`src/design/aas_pkg.sv`:
```
// constants, register offsets and state types of the amplified conversion control
// assumes a 200 MHz system clock and a 32-bit avalon-mm register port
package aas_pkg;
    // timing
    localparam int CLK_MHZ = 200;
    localparam int AMP_SYNC_MAX_KHZ = 250;
    localparam int PRESCALE_DEF = 8;
    localparam int PRE_W = 7;
    localparam int SYNC_DIV = 8;
    localparam logic [2:0] PHASE_LAST = 3'h7;
    localparam logic [3:0] CONV_TICKS = 4'hd;
    localparam logic [3:0] CONV_TICKS_SYNC = 4'he;
    localparam logic [3:0] SAMPLE_TICKS = 4'h2;
    // register byte offsets
    localparam logic [5:0] OFS_CTRL_A = 6'h00;
    localparam logic [5:0] OFS_CTRL_B = 6'h04;
    localparam logic [5:0] OFS_MUX = 6'h08;
    localparam logic [5:0] OFS_RES_HI = 6'h0c;
    localparam logic [5:0] OFS_RES_LO = 6'h10;
    localparam logic [5:0] OFS_PIN_OFF0 = 6'h14;
    localparam logic [5:0] OFS_PIN_OFF1 = 6'h18;
    localparam logic [5:0] OFS_AMP0 = 6'h1c;
    localparam logic [5:0] OFS_AMP1 = 6'h20;
    localparam logic [5:0] OFS_PORT_IN = 6'h24;
    // field positions
    localparam int CA_START = 6;
    localparam int CA_AUTO = 5;
    localparam int CA_BUSY = 0;
    localparam int MUX_LEFT = 5;
    localparam int AMP_EN = 7;
    localparam int AMP_SHUNT = 6;
    localparam int AMP_GAIN = 4;
    localparam int AMP_SRC = 0;
    localparam logic [7:0] AMP_MASK = 8'hf3;
    localparam logic [5:0] PIN_OFF1_MASK = 6'h3f;
    localparam int PIN_N = 14;
    // channel and trigger codes
    localparam logic [3:0] CH_AMP0 = 4'hd;
    localparam logic [3:0] CH_AMP1 = 4'he;
    localparam logic [3:0] TRIG_PWM0 = 4'h8;
    localparam logic [3:0] TRIG_PWM2 = 4'ha;
    // sync source and gain encodings
    typedef enum logic [1:0] {SRC_DIV8 = 2'h0, SRC_PWM0 = 2'h1, SRC_PWM1 = 2'h2,
        SRC_PWM2 = 2'h3} aas_src_t;
    typedef enum logic [1:0] {GAIN_5 = 2'h0, GAIN_10 = 2'h1, GAIN_20 = 2'h2,
        GAIN_40 = 2'h3} aas_gain_t;
    // conversion sequencer, gray coded along idle-armed-run-hold
    typedef enum logic [1:0] {ST_IDLE = 2'h0, ST_ARMED = 2'h1, ST_RUN = 2'h3,
        ST_HOLD = 2'h2} aas_state_t;
endpackage

```
`src/design/aas_amp_sync.sv`:
```
// synchronisation event picker for one amplifier
// assumes pwm events are already synchronised levels and div8 is a one-cycle pulse
`timescale 1ns/1ps
module aas_amp_sync
    import aas_pkg::*;
(
    // clock and reset
    input wire logic clk,
    input wire logic rstn,
    // event sources
    input wire logic div8Pulse,
    input wire logic [2:0] pwmEvt,
    // configuration
    input wire logic enable,
    input wire aas_pkg::aas_src_t source,
    // one pulse per amplification
    output logic syncEvt
);
    typedef struct packed {
        logic [2:0] pwmPrev;
        logic evt;
    } aas_amp_t;
    aas_amp_t s;
    aas_amp_t next_s;
    logic [2:0] rise;

    // rising edges of the pwm sync events; source picks one or the divider
    always_comb
    begin
        next_s = s;
        rise = pwmEvt & ~s.pwmPrev;
        next_s.pwmPrev = pwmEvt;
        case (source)
            SRC_DIV8: next_s.evt = enable & div8Pulse;
            SRC_PWM0: next_s.evt = enable & rise[0];
            SRC_PWM1: next_s.evt = enable & rise[1];
            default: next_s.evt = enable & rise[2];
        endcase
    end

    always_ff @(posedge clk or negedge rstn)
    begin
        if (!rstn)
            s <= '0;
        else
            s <= next_s;
    end

    assign syncEvt = s.evt;
endmodule

```
`src/design/aas_pin_sync.sv`:
```
// two-flop synchroniser for pins and signals from other domains
// assumes the reset is already released synchronously to clk
`timescale 1ns/1ps
module aas_pin_sync #(
    parameter int W = 1
) (
    // clock and reset
    input wire logic clk,
    input wire logic rstn,
    // asynchronous in, synchronised out
    input wire logic [W-1:0] d,
    output logic [W-1:0] q
);
    typedef struct packed {
        logic [W-1:0] meta;
        logic [W-1:0] stable;
    } aas_sync_t;
    aas_sync_t s;
    aas_sync_t next_s;

    // first stage feeds only the second
    always_comb
    begin
        next_s = s;
        next_s.meta = d;
        next_s.stable = s.meta;
    end

    always_ff @(posedge clk or negedge rstn)
    begin
        if (!rstn)
            s <= '0;
        else
            s <= next_s;
    end

    assign q = s.stable;
endmodule

```
`src/design/aas_top.sv`:
```
// amplified conversion control: registers, pin input gating, sync and sequencing
// assumes an avalon-mm master on clk, converter data on clk, analog status via pins
`timescale 1ns/1ps
module aas_top
    import aas_pkg::*;
#(
    parameter int PRESCALE = PRESCALE_DEF
) (
    // clock and reset
    input wire logic clk,
    input wire logic resetn,
    // avalon-mm slave
    input wire logic [5:0] address,
    input wire logic read,
    input wire logic write,
    input wire logic [31:0] writedata,
    output logic [31:0] readdata,
    output logic waitrequest,
    // analog side
    input wire logic [9:0] convData,
    input wire logic ampChange,
    input wire logic [PIN_N-1:0] pinRaw,
    input wire logic [2:0] pwmEvt,
    output logic [PIN_N-1:0] pinBufOff,
    output logic [1:0] ampEnable,
    output logic [1:0] ampShunt,
    output logic [3:0] ampGain,
    output logic [1:0] ampStrobe,
    output logic sampleHold,
    output logic convBusy
);
    typedef struct packed {
        logic waitreq;
        logic [31:0] rdata;
        logic start;
        logic autoEn;
        logic [3:0] trigSrc;
        logic leftAdj;
        logic [3:0] chan;
        logic [7:0] resHi;
        logic [7:0] resLo;
        logic [7:0] off0;
        logic [5:0] off1;
        logic [7:0] amp0;
        logic [7:0] amp1;
        logic [1:0] enEff;
        logic [PRE_W-1:0] preCnt;
        logic tick;
        logic [2:0] phase;
        logic div8;
        aas_state_t st;
        logic ampConv;
        logic ampSel;
        logic [3:0] tickCnt;
        logic [3:0] convLen;
        logic trigPend;
        logic [2:0] pwmPrev;
        logic [1:0] strobe;
        logic sh;
        logic done;
    } aas_top_t;
    aas_top_t s;
    aas_top_t next_s;
    logic [1:0] rstPipe;
    logic rstn;
    logic [PIN_N+3:0] synced;
    logic [PIN_N-1:0] pinIn;
    logic ampChg;
    logic [2:0] pwmSync;
    logic [1:0] syncEvt;
    logic isAmp;
    logic phaseHigh;
    logic pwmTrig;
    logic trigEvt;
    logic selSync;
    logic inSample;
    logic wr;
    logic [31:0] rd;

    // reset released through two flops
    always_ff @(posedge clk or negedge resetn)
    begin
        if (!resetn)
            rstPipe <= 2'h0;
        else
            rstPipe <= {rstPipe[0], 1'b1};
    end
    assign rstn = rstPipe[1];

    aas_pin_sync #(.W(PIN_N + 4)) u_sync (
        .clk(clk),
        .rstn(rstn),
        .d({pwmEvt, ampChange, pinRaw}),
        .q(synced)
    );
    assign pinIn = synced[PIN_N-1:0];
    assign ampChg = synced[PIN_N];
    assign pwmSync = synced[PIN_N+3:PIN_N+1];

    aas_amp_sync u_amp0 (
        .clk(clk),
        .rstn(rstn),
        .div8Pulse(s.div8),
        .pwmEvt(pwmSync),
        .enable(s.enEff[0]),
        .source(aas_src_t'(s.amp0[AMP_SRC+:2])),
        .syncEvt(syncEvt[0])
    );
    aas_amp_sync u_amp1 (
        .clk(clk),
        .rstn(rstn),
        .div8Pulse(s.div8),
        .pwmEvt(pwmSync),
        .enable(s.enEff[1]),
        .source(aas_src_t'(s.amp1[AMP_SRC+:2])),
        .syncEvt(syncEvt[1])
    );

    // decode helpers
    always_comb
    begin
        wr = write & ~s.waitreq;
        isAmp = (s.chan == CH_AMP0) || (s.chan == CH_AMP1);
        phaseHigh = s.phase[2];
        pwmTrig = s.autoEn && s.trigSrc >= TRIG_PWM0 && s.trigSrc <= TRIG_PWM2;
        trigEvt = pwmTrig && pwmSync[s.trigSrc[1:0]] && !s.pwmPrev[s.trigSrc[1:0]];
        selSync = syncEvt[s.chan == CH_AMP1];
        inSample = s.tickCnt >= s.convLen - CONV_TICKS
            && s.tickCnt < s.convLen - CONV_TICKS + SAMPLE_TICKS;
    end

    // read mux; unmapped addresses read zero
    always_comb
    begin
        rd = 32'h0;
        if (address == OFS_CTRL_A)
            rd = {25'h0, s.start, s.autoEn, 4'h0, s.st != ST_IDLE};
        else if (address == OFS_CTRL_B)
            rd = {28'h0, s.trigSrc};
        else if (address == OFS_MUX)
            rd = {26'h0, s.leftAdj, 1'b0, s.chan};
        else if (address == OFS_RES_HI)
            rd = {24'h0, s.resHi};
        else if (address == OFS_RES_LO)
            rd = {24'h0, s.resLo};
        else if (address == OFS_PIN_OFF0)
            rd = {24'h0, s.off0};
        else if (address == OFS_PIN_OFF1)
            rd = {26'h0, s.off1};
        else if (address == OFS_AMP0)
            rd = {24'h0, s.amp0};
        else if (address == OFS_AMP1)
            rd = {24'h0, s.amp1};
        else if (address == OFS_PORT_IN)
            rd = {18'h0, pinIn & ~{s.off1, s.off0}};
    end

    // next state of everything
    always_comb
    begin
        next_s = s;
        // bus: one wait cycle, then a one-cycle answer with data ready
        next_s.waitreq = !((read | write) && s.waitreq);
        if ((read | write) && s.waitreq)
            next_s.rdata = rd;
        // converter clock prescaler and divide-by-8 phase
        next_s.tick = 1'b0;
        next_s.div8 = 1'b0;
        next_s.preCnt = s.preCnt + PRE_W'(1);
        if (s.preCnt == PRE_W'(PRESCALE - 1))
        begin
            next_s.preCnt = '0;
            next_s.tick = 1'b1;
        end
        if (s.tick)
        begin
            next_s.phase = s.phase + 3'h1;
            next_s.div8 = (s.phase == PHASE_LAST);
        end
        next_s.strobe = syncEvt;
        next_s.pwmPrev = pwmSync;
        next_s.sh = 1'b0;
        next_s.done = 1'b0;
        // register writes
        if (wr && address == OFS_CTRL_A)
        begin
            next_s.autoEn = writedata[CA_AUTO];
            if (writedata[CA_START] && s.st == ST_IDLE)
                next_s.start = 1'b1;
        end
        if (wr && address == OFS_CTRL_B)
            next_s.trigSrc = writedata[3:0];
        if (wr && address == OFS_MUX)
        begin
            next_s.leftAdj = writedata[MUX_LEFT];
            if (s.st == ST_IDLE)
                next_s.chan = writedata[3:0];
        end
        if (wr && address == OFS_PIN_OFF0)
            next_s.off0 = writedata[7:0];
        if (wr && address == OFS_PIN_OFF1)
            next_s.off1 = writedata[5:0] & PIN_OFF1_MASK;
        if (wr && address == OFS_AMP0)
            next_s.amp0 = writedata[7:0] & AMP_MASK;
        if (wr && address == OFS_AMP1)
            next_s.amp1 = writedata[7:0] & AMP_MASK;
        // enable clear is held off while that amplifier converts
        next_s.enEff[0] = next_s.amp0[AMP_EN]
            || (s.enEff[0] && s.st != ST_IDLE && s.ampConv && !s.ampSel);
        next_s.enEff[1] = next_s.amp1[AMP_EN]
            || (s.enEff[1] && s.st != ST_IDLE && s.ampConv && s.ampSel);
        // newest trigger kept; a fresh event beats the consume
        if (s.st == ST_ARMED && selSync)
            next_s.trigPend = 1'b0;
        if (trigEvt)
            next_s.trigPend = 1'b1;
        // sequencer
        case (s.st)
            ST_IDLE:
            begin
                if (s.start && isAmp && pwmTrig)
                    next_s.st = ST_ARMED;
                else if (s.start)
                begin
                    next_s.st = ST_RUN;
                    next_s.tickCnt = 4'h0;
                    next_s.ampConv = isAmp;
                    next_s.ampSel = (s.chan == CH_AMP1);
                    next_s.convLen = (isAmp && phaseHigh) ? CONV_TICKS_SYNC : CONV_TICKS;
                end
            end
            ST_ARMED:
            begin
                if (s.trigPend && selSync)
                begin
                    next_s.st = ST_RUN;
                    next_s.tickCnt = 4'h0;
                    next_s.ampConv = 1'b1;
                    next_s.ampSel = (s.chan == CH_AMP1);
                    next_s.convLen = CONV_TICKS;
                end
            end
            ST_RUN:
            begin
                if (s.ampConv && inSample && ampChg)
                begin
                    next_s.st = ST_HOLD;
                    next_s.tickCnt = 4'h0;
                end
                else if (s.tick)
                begin
                    next_s.tickCnt = s.tickCnt + 4'h1;
                    next_s.sh = (s.tickCnt == s.convLen - CONV_TICKS);
                    if (s.tickCnt == s.convLen - 4'h1)
                    begin
                        next_s.st = ST_IDLE;
                        next_s.start = 1'b0;
                        next_s.done = 1'b1;
                        if (s.leftAdj)
                        begin
                            next_s.resHi = convData[9:2];
                            next_s.resLo = {convData[1:0], 6'h0};
                        end
                        else
                        begin
                            next_s.resHi = {6'h0, convData[9:8]};
                            next_s.resLo = convData[7:0];
                        end
                    end
                end
            end
            default:
            begin
                if (!ampChg)
                begin
                    next_s.st = ST_RUN;
                    next_s.convLen = CONV_TICKS;
                end
            end
        endcase
    end

    always_ff @(posedge clk or negedge rstn)
    begin
        if (!rstn)
            s <= '{waitreq: 1'b1, st: ST_IDLE, default: '0};
        else
            s <= next_s;
    end

    // outputs straight from state flops, except convBusy decoded from s.st
    assign readdata = s.rdata;
    assign waitrequest = s.waitreq;
    assign pinBufOff = {s.off1, s.off0};
    assign ampEnable = s.enEff;
    assign ampShunt = {s.amp1[AMP_SHUNT], s.amp0[AMP_SHUNT]};
    assign ampGain = {s.amp1[AMP_GAIN+:2], s.amp0[AMP_GAIN+:2]};
    assign ampStrobe = s.strobe;
    assign sampleHold = s.sh;
    assign convBusy = s.st != ST_IDLE;

    // helper: converter ticks seen since the last (re)start
    logic [4:0] ticksSeen;
    always_ff @(posedge clk or negedge rstn)
    begin
        if (!rstn)
            ticksSeen <= 5'h0;
        else if (s.st != ST_RUN)
            ticksSeen <= 5'h0;
        else if (s.tick)
            ticksSeen <= ticksSeen + 5'h1;
    end
endmodule

```
`config.mk`:
```
export PLATFORM = sky130hd
export DESIGN_NAME = aas_top
export DESIGN_NICKNAME = d
export VERILOG_FILES = /design/src/design/aas_pkg.sv /design/src/design/aas_amp_sync.sv /design/src/design/aas_pin_sync.sv /design/src/design/aas_top.sv
export SDC_FILE = /design/constraint.sdc
export NUM_CORES = 1
export LEC_CHECK = 0
export BUFFER_PORTS_ARGS = -buffer_cell sky130_fd_sc_hd__buf_2
export CAP_MARGIN = 40
export CORE_UTILIZATION = 35
export DETAILED_ROUTE_END_ITERATION = 12
export RECOVER_POWER = 100
export SLEW_MARGIN = 15
export SYNTH_ARGS = -nofsm -noshare
export SYNTH_HDL_FRONTEND = slang
export SYNTH_SLANG_ARGS = --single-unit
```
`constraint.sdc`:
```
create_clock -name clk -period 12.85 [get_ports clk]
set_clock_uncertainty 0.2 [all_clocks]
set_input_delay 3.2125 -clock clk [delete_from_list [all_inputs] [get_ports clk]]
set_output_delay 3.2125 -clock clk [all_outputs]
set_load 0.02 [all_outputs]
```
* Word-level counts from Yosys, hierarchy flattened
Index checks and enable logic that the tools add are counted.
Cells by class: add/subtract/negate cells 6, multipliers 0, div/mod/pow operators 0, $lt $le $gt $ge 6, equality and inequality tests 29, shift operators 0, mux-type cells 51, bitwise gates (word level) 17, reduce and logical (&&, ||, !) cells 47
Operators by type and width (count):
- two-way mux 14 bit | 10
- logical AND 1 bit | 27
- == test 6 x 5 -> 1 bit (second input constant) | 4
- two-way mux 12 bit | 2
- two-way mux 8 bit | 3
- one-hot mux 4 bit (3 select lines) | 2
- two-way mux 2 bit | 10
- two-way mux 16 bit | 1
- AND reduction 5 bit | 3
- AND 14 bit | 1
- NOT 14 bit | 1
- two-way mux 1 bit | 13
- == test 6 x 4 -> 1 bit (second input constant) | 2
- == test 6 bit (second input constant) | 2
- two-way mux 4 bit | 3
- two-way mux 10 bit | 1
- AND 1 bit | 9
- != test 3 bit (second input constant) | 3
- == test 4 bit | 2
- == test 4 bit (second input constant) | 2
- AND reduction 4 bit | 2
- adder 7 x 1 -> 7 bit (second input constant) | 1
- == test 7 x 3 -> 1 bit (second input constant) | 1
- == test 2 x 1 -> 1 bit (second input constant) | 3
- other kinds (33) | 48
Storage, ports and cells: flip-flop bits (word level) 159, latch bits 0, memory bits (writable) 0, memory bits (read-only) 0, input bits 70, output and inout port bits 59, memories 0

* Logic depth before layout (Yosys ltp)
Gate-level depths: netlist of run 1.
word-level depth 12, mapped depth 13

* Cells and area by module
From an unflattened synthesis of run 1, not the netlist that was laid out.
Second synthesis, totals: cell total of the unflattened synthesis 607, area, all modules 6839.1 sq um
Modules (own cells, without submodules):
- aas_top | instances 1, cells each 549, area each 5637.9 sq um
- aas_pin_sync | instances 1, cells each 36, area each 900.9 sq um
- aas_amp_sync | instances 2, cells each 11, area each 150.1 sq um

* Worst setup path after synthesis of run 1
No wires, ideal clock.
path type input-to-reg, from input port address[5], to register s, in the netlist ampEnable[0], setup time 0.120 ns, arrival time 4.646 ns, required time 12.530 ns, setup slack 7.883 ns, stages 5, path through or4b_1 -> buf_6 -> nor3_4 -> mux2_4 -> a41o_1
RTL lines:
- start: declaration | line aas_top.sv:13 | input wire logic [5:0] address,
- end signal: assignment | line aas_top.sv:288 | s <= next_s;
- end: declaration | line aas_top.sv:62 | aas_top_t s;

==> summary.md, run 1 <==
| Metric | Value |
|---|---|
| Peak VDD IR | `92.3 uV` |
| P_leak | `0.00344 uW` |
| Yosys warns | `0` |
| Synthesized cell area | `6750 um^2` |
| Synth Area in Compound Gates | `10.4%` |
| Final setup fails | `0` |
| Power density cells | `154 nW/um^2` |
| PortBufs | `86` |
| Clk pin slew, worst setup/hold paths | `0.06 ns` |
| Antenna violations before repair | `0` |
| Final Total Pwr | `1170 uW` |
| Iter 0 DRT Violations | `285` |
| Cell mode on critical path | `clkbuf_1` |
| WP data required | `12.46 ns` |
| Most frequent cells after synthesis | `139 x dfrtp_1, 57 x buf_4, 46 x mux2_2, 39 x nand2_1` |
| Type of the worst setup path | `flop to asynchronous set/reset pin` |
| DIE HEIGHT | `141 um` |
| Top cells by area, synth | `dfrtp_1 52%, mux2_2 7.7%, buf_4 6.3%` |
| Hold Path Class | `flop to asynchronous set/reset pin` |
| Multi-input logic area | `2650 um^2` |
| Worst Path Arrival | `6.05 ns` |
| Startpoint Class | `flop` |
| Layout fillers | `1844` |
| Synth Flop Type | `dfrtp_1` |
| Worst path slowest cell | `clkbuf_1` |
| Clk buf depth | `2` |
| DP Wirelength | `11200 um` |
| # diodes | `0` |
| Routed len/inst | `17.5 um` |
| Crit path capture type | `asynchronous set/reset pin` |
| Post-synthesis mux area share | `11.8%` |
| Die area | `19900 um^2` |
| Final hold violations | `0` |
| Share of layout cells above drive strength 1 | `19.8%` |
| H-tree depth | `4` |
| First-pass GRT wire length | `25200 um` |
| FF+latch area | `3500 um^2` |
| Root Driver | `clkbuf_16` |
| Nets | `723` |
| Number of global-route vias before repair | `4522` |
| Largest net degree at the start of global routing | `63` |
| Global route overflow | `0` |
| Residual DRC | `0` |
| Worst path top cell family by delay | `buffers and inverters` |
| Slew HR | `-115%` |
| #FFs+latches synth | `140` |
| Failing checks | `capacitance limit, slew limit` |
| EDFF count, synth | `0` |
| Hold_buf cts | `0` |
| Post-synthesis adder-cell area fraction | `3.33%` |
| Setup_tns | `0 ns` |
| Status | `finished, violations left` |
| RD Place Congestion | `0.789` |
| Synth Area in Simple Gates | `12.1%` |
| Critical path's largest stage delay | `2.42 ns` |
| Top-count cell post-synth | `dfrtp_1` |
| Core area | `18800 um^2` |
| Syn avg cell area | `11.5 um^2` |
| Period utilization | `50.2%` |
| Mapped Cells | `585` |
| CTS Sinks | `140` |
| # rows | `50` |
| TritonCTS buffer count | `17` |
| Post-CTS resize count | `0` |
| Max Freq | `155 MHz` |
| Synth top area share | `51.5%` |
| Post-synthesis sequential area ratio | `51.9%` |
| CP cell instances | `clkbuf_1 -> clkbuf_1` |
| Vias per inst | `5.04` |
| Die width | `141 um` |
| CP max FO | `62` |
| GRT Overall Usage | `16.7%` |
| Via count | `4572` |
| RSZ-0062 raised after global routing | `no` |
| ANT nets after route | `0` |
| Max-cap violations | `3` |
| XOR/XNOR Fraction of Synth Area | `1.17%` |
| Drt pass-1 iters | `5` |
| Post-synthesis async set-or-reset flop share | `100%` |
| Total Wirelength | `15900 um` |
| Starting density of the core | `35.9%` |
| Worst-Margin Slew | `3.23 ns` |
| Area leader, netlist | `dfrtp_1` |
| Crit path time final | `6.45 ns` |
| Main combinational cell family by area after synthesis | `simple AND/OR/NAND/NOR gates` |
| Netlist cell types | `73` |
| Final Slew Violations | `155` |
| Clk Latency, worst-skew pair | `0.42 ns` |
| I/O Pins | `129` |
| CTS tree | `built` |
| Postcts setup bufs | `0` |
| WP buf/inv | `2` |
| Layout area overhead | `12.7%` |
-- power breakdown --
group / internal, uW / switching [uW] / total, uW
clock network: 331 / 192 / 524
registers: 467 / 22.8 / 490
logic: 56.4 / 99.6 / 156
total: 855 / 315 / 1170
-- area by class of cell --
| cell class | count | area share, % |
|---|---|---|
| Sequential cell | 140 | 46.0 |
| Multi-Input combinational cell | 358 | 34.8 |
| Clock buffer | 19 | 5.82 |
| Timing Repair Buffer | 91 | 5.23 |
| Tap cell | 260 | 4.27 |
| Clock inverter | 13 | 2.48 |
| Inverter | 27 | 1.33 |
-- logic make-up (layout without fill, tap and decap cells) --
| family | Yosys count | in the layout |
|---|---|---|
| simple gates | 140 | 140 |
| xor+xnor | 9 | 9 |
| mux | 71 | 71 |
| compound gates | 101 | 101 |
| other cells | 2 | 19 |
| fa+ha+maj | 18 | 18 |
| buf+inv | 104 | 150 |
| flops | 140 | 140 |
-- flip-flops by register name, indices dropped and copies added (netlist names) --
name            flops
ampEnable           2
ampGain             4
ampShunt            2
ampStrobe           2
phaseHigh           1
pinBufOff          14
readdata           14
rstPipe             2
s                  56
sampleHold          1
u_amp0.syncEvt      1
u_amp1.s            3
u_amp1.syncEvt      1
u_sync.next_s      18
u_sync.q           18
waitrequest         1
-- path summary, 6_finish.rpt --
kind	startpoint	end	slack (ns)	cells after the start
setup reg to reg	rstPipe[1]	u_sync.q[11]	6.40	2
min in group clk	u_sync.next_s[8]	u_sync.q[8]	0.15	0
hold / removal	rstPipe[1]	s[28]	0.13	0
hold reg to reg	rstPipe[1]	s[28]	0.13	0
max in group clk	address[2]	ampEnable[0]	6.55	5
setup / recovery	rstPipe[1]	u_sync.q[11]	6.40	2
-- layout by cell type, fill, tap and decap left out, drive strengths merged, types with 3 or more instances in the layout --
cell type,synthesis,final
nor3,9,9
conb,2,19
mux2i,22,22
inv,27,30
mux2,47,47
or3,3,3
clkinv,0,4
nor4,3,3
a221oi,3,3
a31oi,11,11
nor2b,16,16
nor4b,4,4
o211ai,4,4
nand2b,4,4
o21ai,29,29
a21oi,19,19
dfrtp,139,139
bufinv,0,4
nand3,8,8
buf,67,41
nand2,40,40
and2,3,3
ha,18,18
and3,6,6
nand3b,9,9
a221o,5,5
clkbuf,10,69
xor2,7,7
a22oi,3,3
nor2,22,22
-- routing by layer --
metal	up-vias	global-route usage, %	part of all wire (%)
met4	0	6.12	1.3
met2	138	25.3	45
met1	2311	23.9	49
met3	19	3.19	4.7
li1	2104	-	-
met5	-	0	0
-- through the flow --
step                      utilization [%]  setup WS, ns  area [um^2]  cells  hold slack, ns
final                                40.4          6.40         7610    908           0.130
after detailed placement             37.9          7.03         7130    876          0.0203
after CTS                            41.2          7.46         7760    908          0.0257
after floorplan                         -          7.88         6820    602           0.131
after global placement               37.7          7.03         7100    875           0.133
after global routing                 40.4          5.07         7610    908           0.155
-- worst reg2reg max path, stage by stage, from the launching register on --
cell and delay [ns]:
dfrtp_1 0.86, clkbuf_1 2.31, clkbuf_1 2.43
(Power assumes the default switching activity.)
==> run 2: changes to the inputs <==
clock period = 6.1 ns   (was 12.85 ns; I/O delays follow)
==> summary.md, run 2 (same netlist as run 1, synthesis figures left out) <==
| Metric | Value |
|---|---|
| Startpoint Class | `input port` |
| RSZ-0062 raised after global routing | `no` |
| FF+latch area | `3500 um^2` |
| Hold Path Class | `flop to flop` |
| Core area | `18800 um^2` |
| CP max FO | `32` |
| Stages on the worst setup path | `5` |
| Type of the worst setup path | `input port to flop` |
| TritonCTS buffer count | `17` |
| P_leak | `0.00350 uW` |
| Total Wirelength | `15700 um` |
| Crit path launch | `address[2]` |
| Most common cell after layout, fill and taps aside | `dfrtp_1` |
| R2r startpoint | `s[8]` |
| RD Place Congestion | `0.784` |
| Nets | `724` |
| CP cell instances | `clkbuf_1 -> nand2_1 -> nor3_1 -> mux2_1 -> a41o_1` |
| DP Wirelength | `11300 um` |
| Met3 WL | `810 um` |
| Met2 WL | `7210 um` |
| Setup_tns | `0 ns` |
| Power density cells | `335 nW/um^2` |
| Drt pass-1 iters | `4` |
| Largest net degree at the start of global routing | `63` |
| Multi-input logic area | `2650 um^2` |
| Clk pin slew, worst setup/hold paths | `0.06 ns` |
| Max Freq | `219 MHz` |
| Critical path's largest stage delay | `1.13 ns` |
| Routed len/inst | `17.2 um` |
| Highest metal used | `met4` |
| PortBufs | `86` |
| Global route overflow | `0` |
| First-pass GRT wire length | `24800 um` |
| GRT Overall Usage | `16.5%` |
| Max-cap violations | `1` |
| Final setup fails | `0` |
| Crit path capture type | `flop` |
| Antenna violations before repair | `0` |
| Worst reg-to-reg setup slack | `2.30 ns` |
| CTS Sinks | `140` |
| Share of layout cells above drive strength 1 | `20.8%` |
| Crit path time final | `4.56 ns` |
| Final hold violations | `0` |
| Final Total Pwr | `2580 uW` |
| Worst path slowest cell | `clkbuf_1` |
| # diodes | `0` |
| Clk Latency, worst-skew pair | `0.41 ns` |
| Worst-Margin Slew | `1.60 ns` |
| Residual DRC | `0` |
| Max FFs per register | `56` |
| Post-route cell area | `7720 um^2` |
| Postcts setup bufs | `0` |
| Starting density of the core | `35.9%` |
| H-tree depth | `4` |
| Die area | `19900 um^2` |
| Worst Path Arrival | `4.66 ns` |
| Most flop-heavy register | `s` |
| Via count | `4568` |
| Hold_buf cts | `0` |
| Pre-CTS worst setup slack | `2.08 ns` |
| WP buf/inv | `1` |
| Slew HR | `-6.80%` |
| Peak VDD IR | `238 uV` |
| ANT nets after route | `0` |
| Final Slew Violations | `33` |
| Clk buf depth | `2` |
| Failing checks | `capacitance limit, slew limit` |
| Critical R2R Capture | `s[68]` |
| Root Driver | `clkbuf_16` |
| Layout area overhead | `14.3%` |
| Final worst-path setup slack | `1.54 ns` |
| Commonest non-fill, non-tap cells in the layout | `139 x dfrtp_1, 46 x clkbuf_1, 45 x mux2_2` |
| Worst setup endpoint | `ampEnable[0]` |
| DIE HEIGHT | `141 um` |
| R2r worst-path depth | `13` |
| # rows | `50` |
| Layout fillers | `1799` |
| Worst path top cell family by delay | `simple AND/OR/NAND/NOR gates` |
| M1 wire length | `7430 um` |
| WP data required | `6.20 ns` |
| Post-CTS resize count | `0` |
| Iter 0 DRT Violations | `252` |
| Vias per inst | `5.03` |
| Status | `finished, violations left` |
| CTS tree | `built` |
| Number of global-route vias before repair | `4563` |
| I/O Pins | `129` |
| Period utilization | `74.7%` |
| Dpl cell area | `7140 um^2` |
| Die width | `141 um` |
-- run 2: stage by stage --
stage          util, %  instances  hold slack, ns
5_1_grt           41.0        909           0.151
4_1_cts           41.6        909          0.0282
3_5_place_dp      37.9        877          0.0216
2_1_floorplan        -        602           0.131
3_3_place_gp      37.7        876           0.132
6_report          41.0        909           0.146
-- run 2: power by group --
| group | total, uW | internal [uW] | switching (uW) | leakage (uW) |
|---|---|---|---|---|
| Combinational | 332 | 121 | 210 | 0.00140 |
| Clock | 1220 | 823 | 397 | 0.000338 |
| Sequential | 1030 | 984 | 47.2 | 0.00177 |
-- run 2: routing by layer --
| metal | up-vias | track usage, % |
|---|---|---|
| met4 | 0 | 5.95 |
| met5 | - | 0 |
| met2 | 158 | 24.7 |
| met3 | 12 | 3.84 |
| li1 | 2104 | - |
| met1 | 2294 | 23.3 |
-- run 2: worst min-delay path by stage --
stage | startpoint | endpoint | depth (start not counted)
after detailed placement | rstPipe[1] | s[26] | 0
after floorplan | rstPipe[0] | rstPipe[1] | 0
final | u_sync.next_s[14] | u_sync.q[14] | 0
after global routing | u_sync.next_s[13] | u_sync.q[13] | 0
after CTS | rstPipe[1] | s[26] | 0
after global placement | u_sync.next_s[13] | u_sync.q[13] | 0
-- run 2: final cells by class --
class                   instances  share of cell area, %
clock buffers                  19                   5.74
flip-flops and latches        140                   45.4
multi-input cells             358                   34.3
clock inverters                13                   3.39
repair buffers                 92                   5.62
inverters                      27                   1.31
well taps                     260                   4.21
-- run 2: worst register-to-register path: cells and delay by family, from the launching register on --
kind | cells | cell delay (ns)
AND/OR/NAND/NOR | 1 | 0.57
flip-flops | 1 | 0.38
buffers and inverters | 3 | 0.76
multiplexers | 1 | 0.43
XOR/XNOR | 2 | 0.38
adder cells (fa/ha/maj) | 3 | 0.66
AO/OA/AOI/OAI | 3 | 0.32
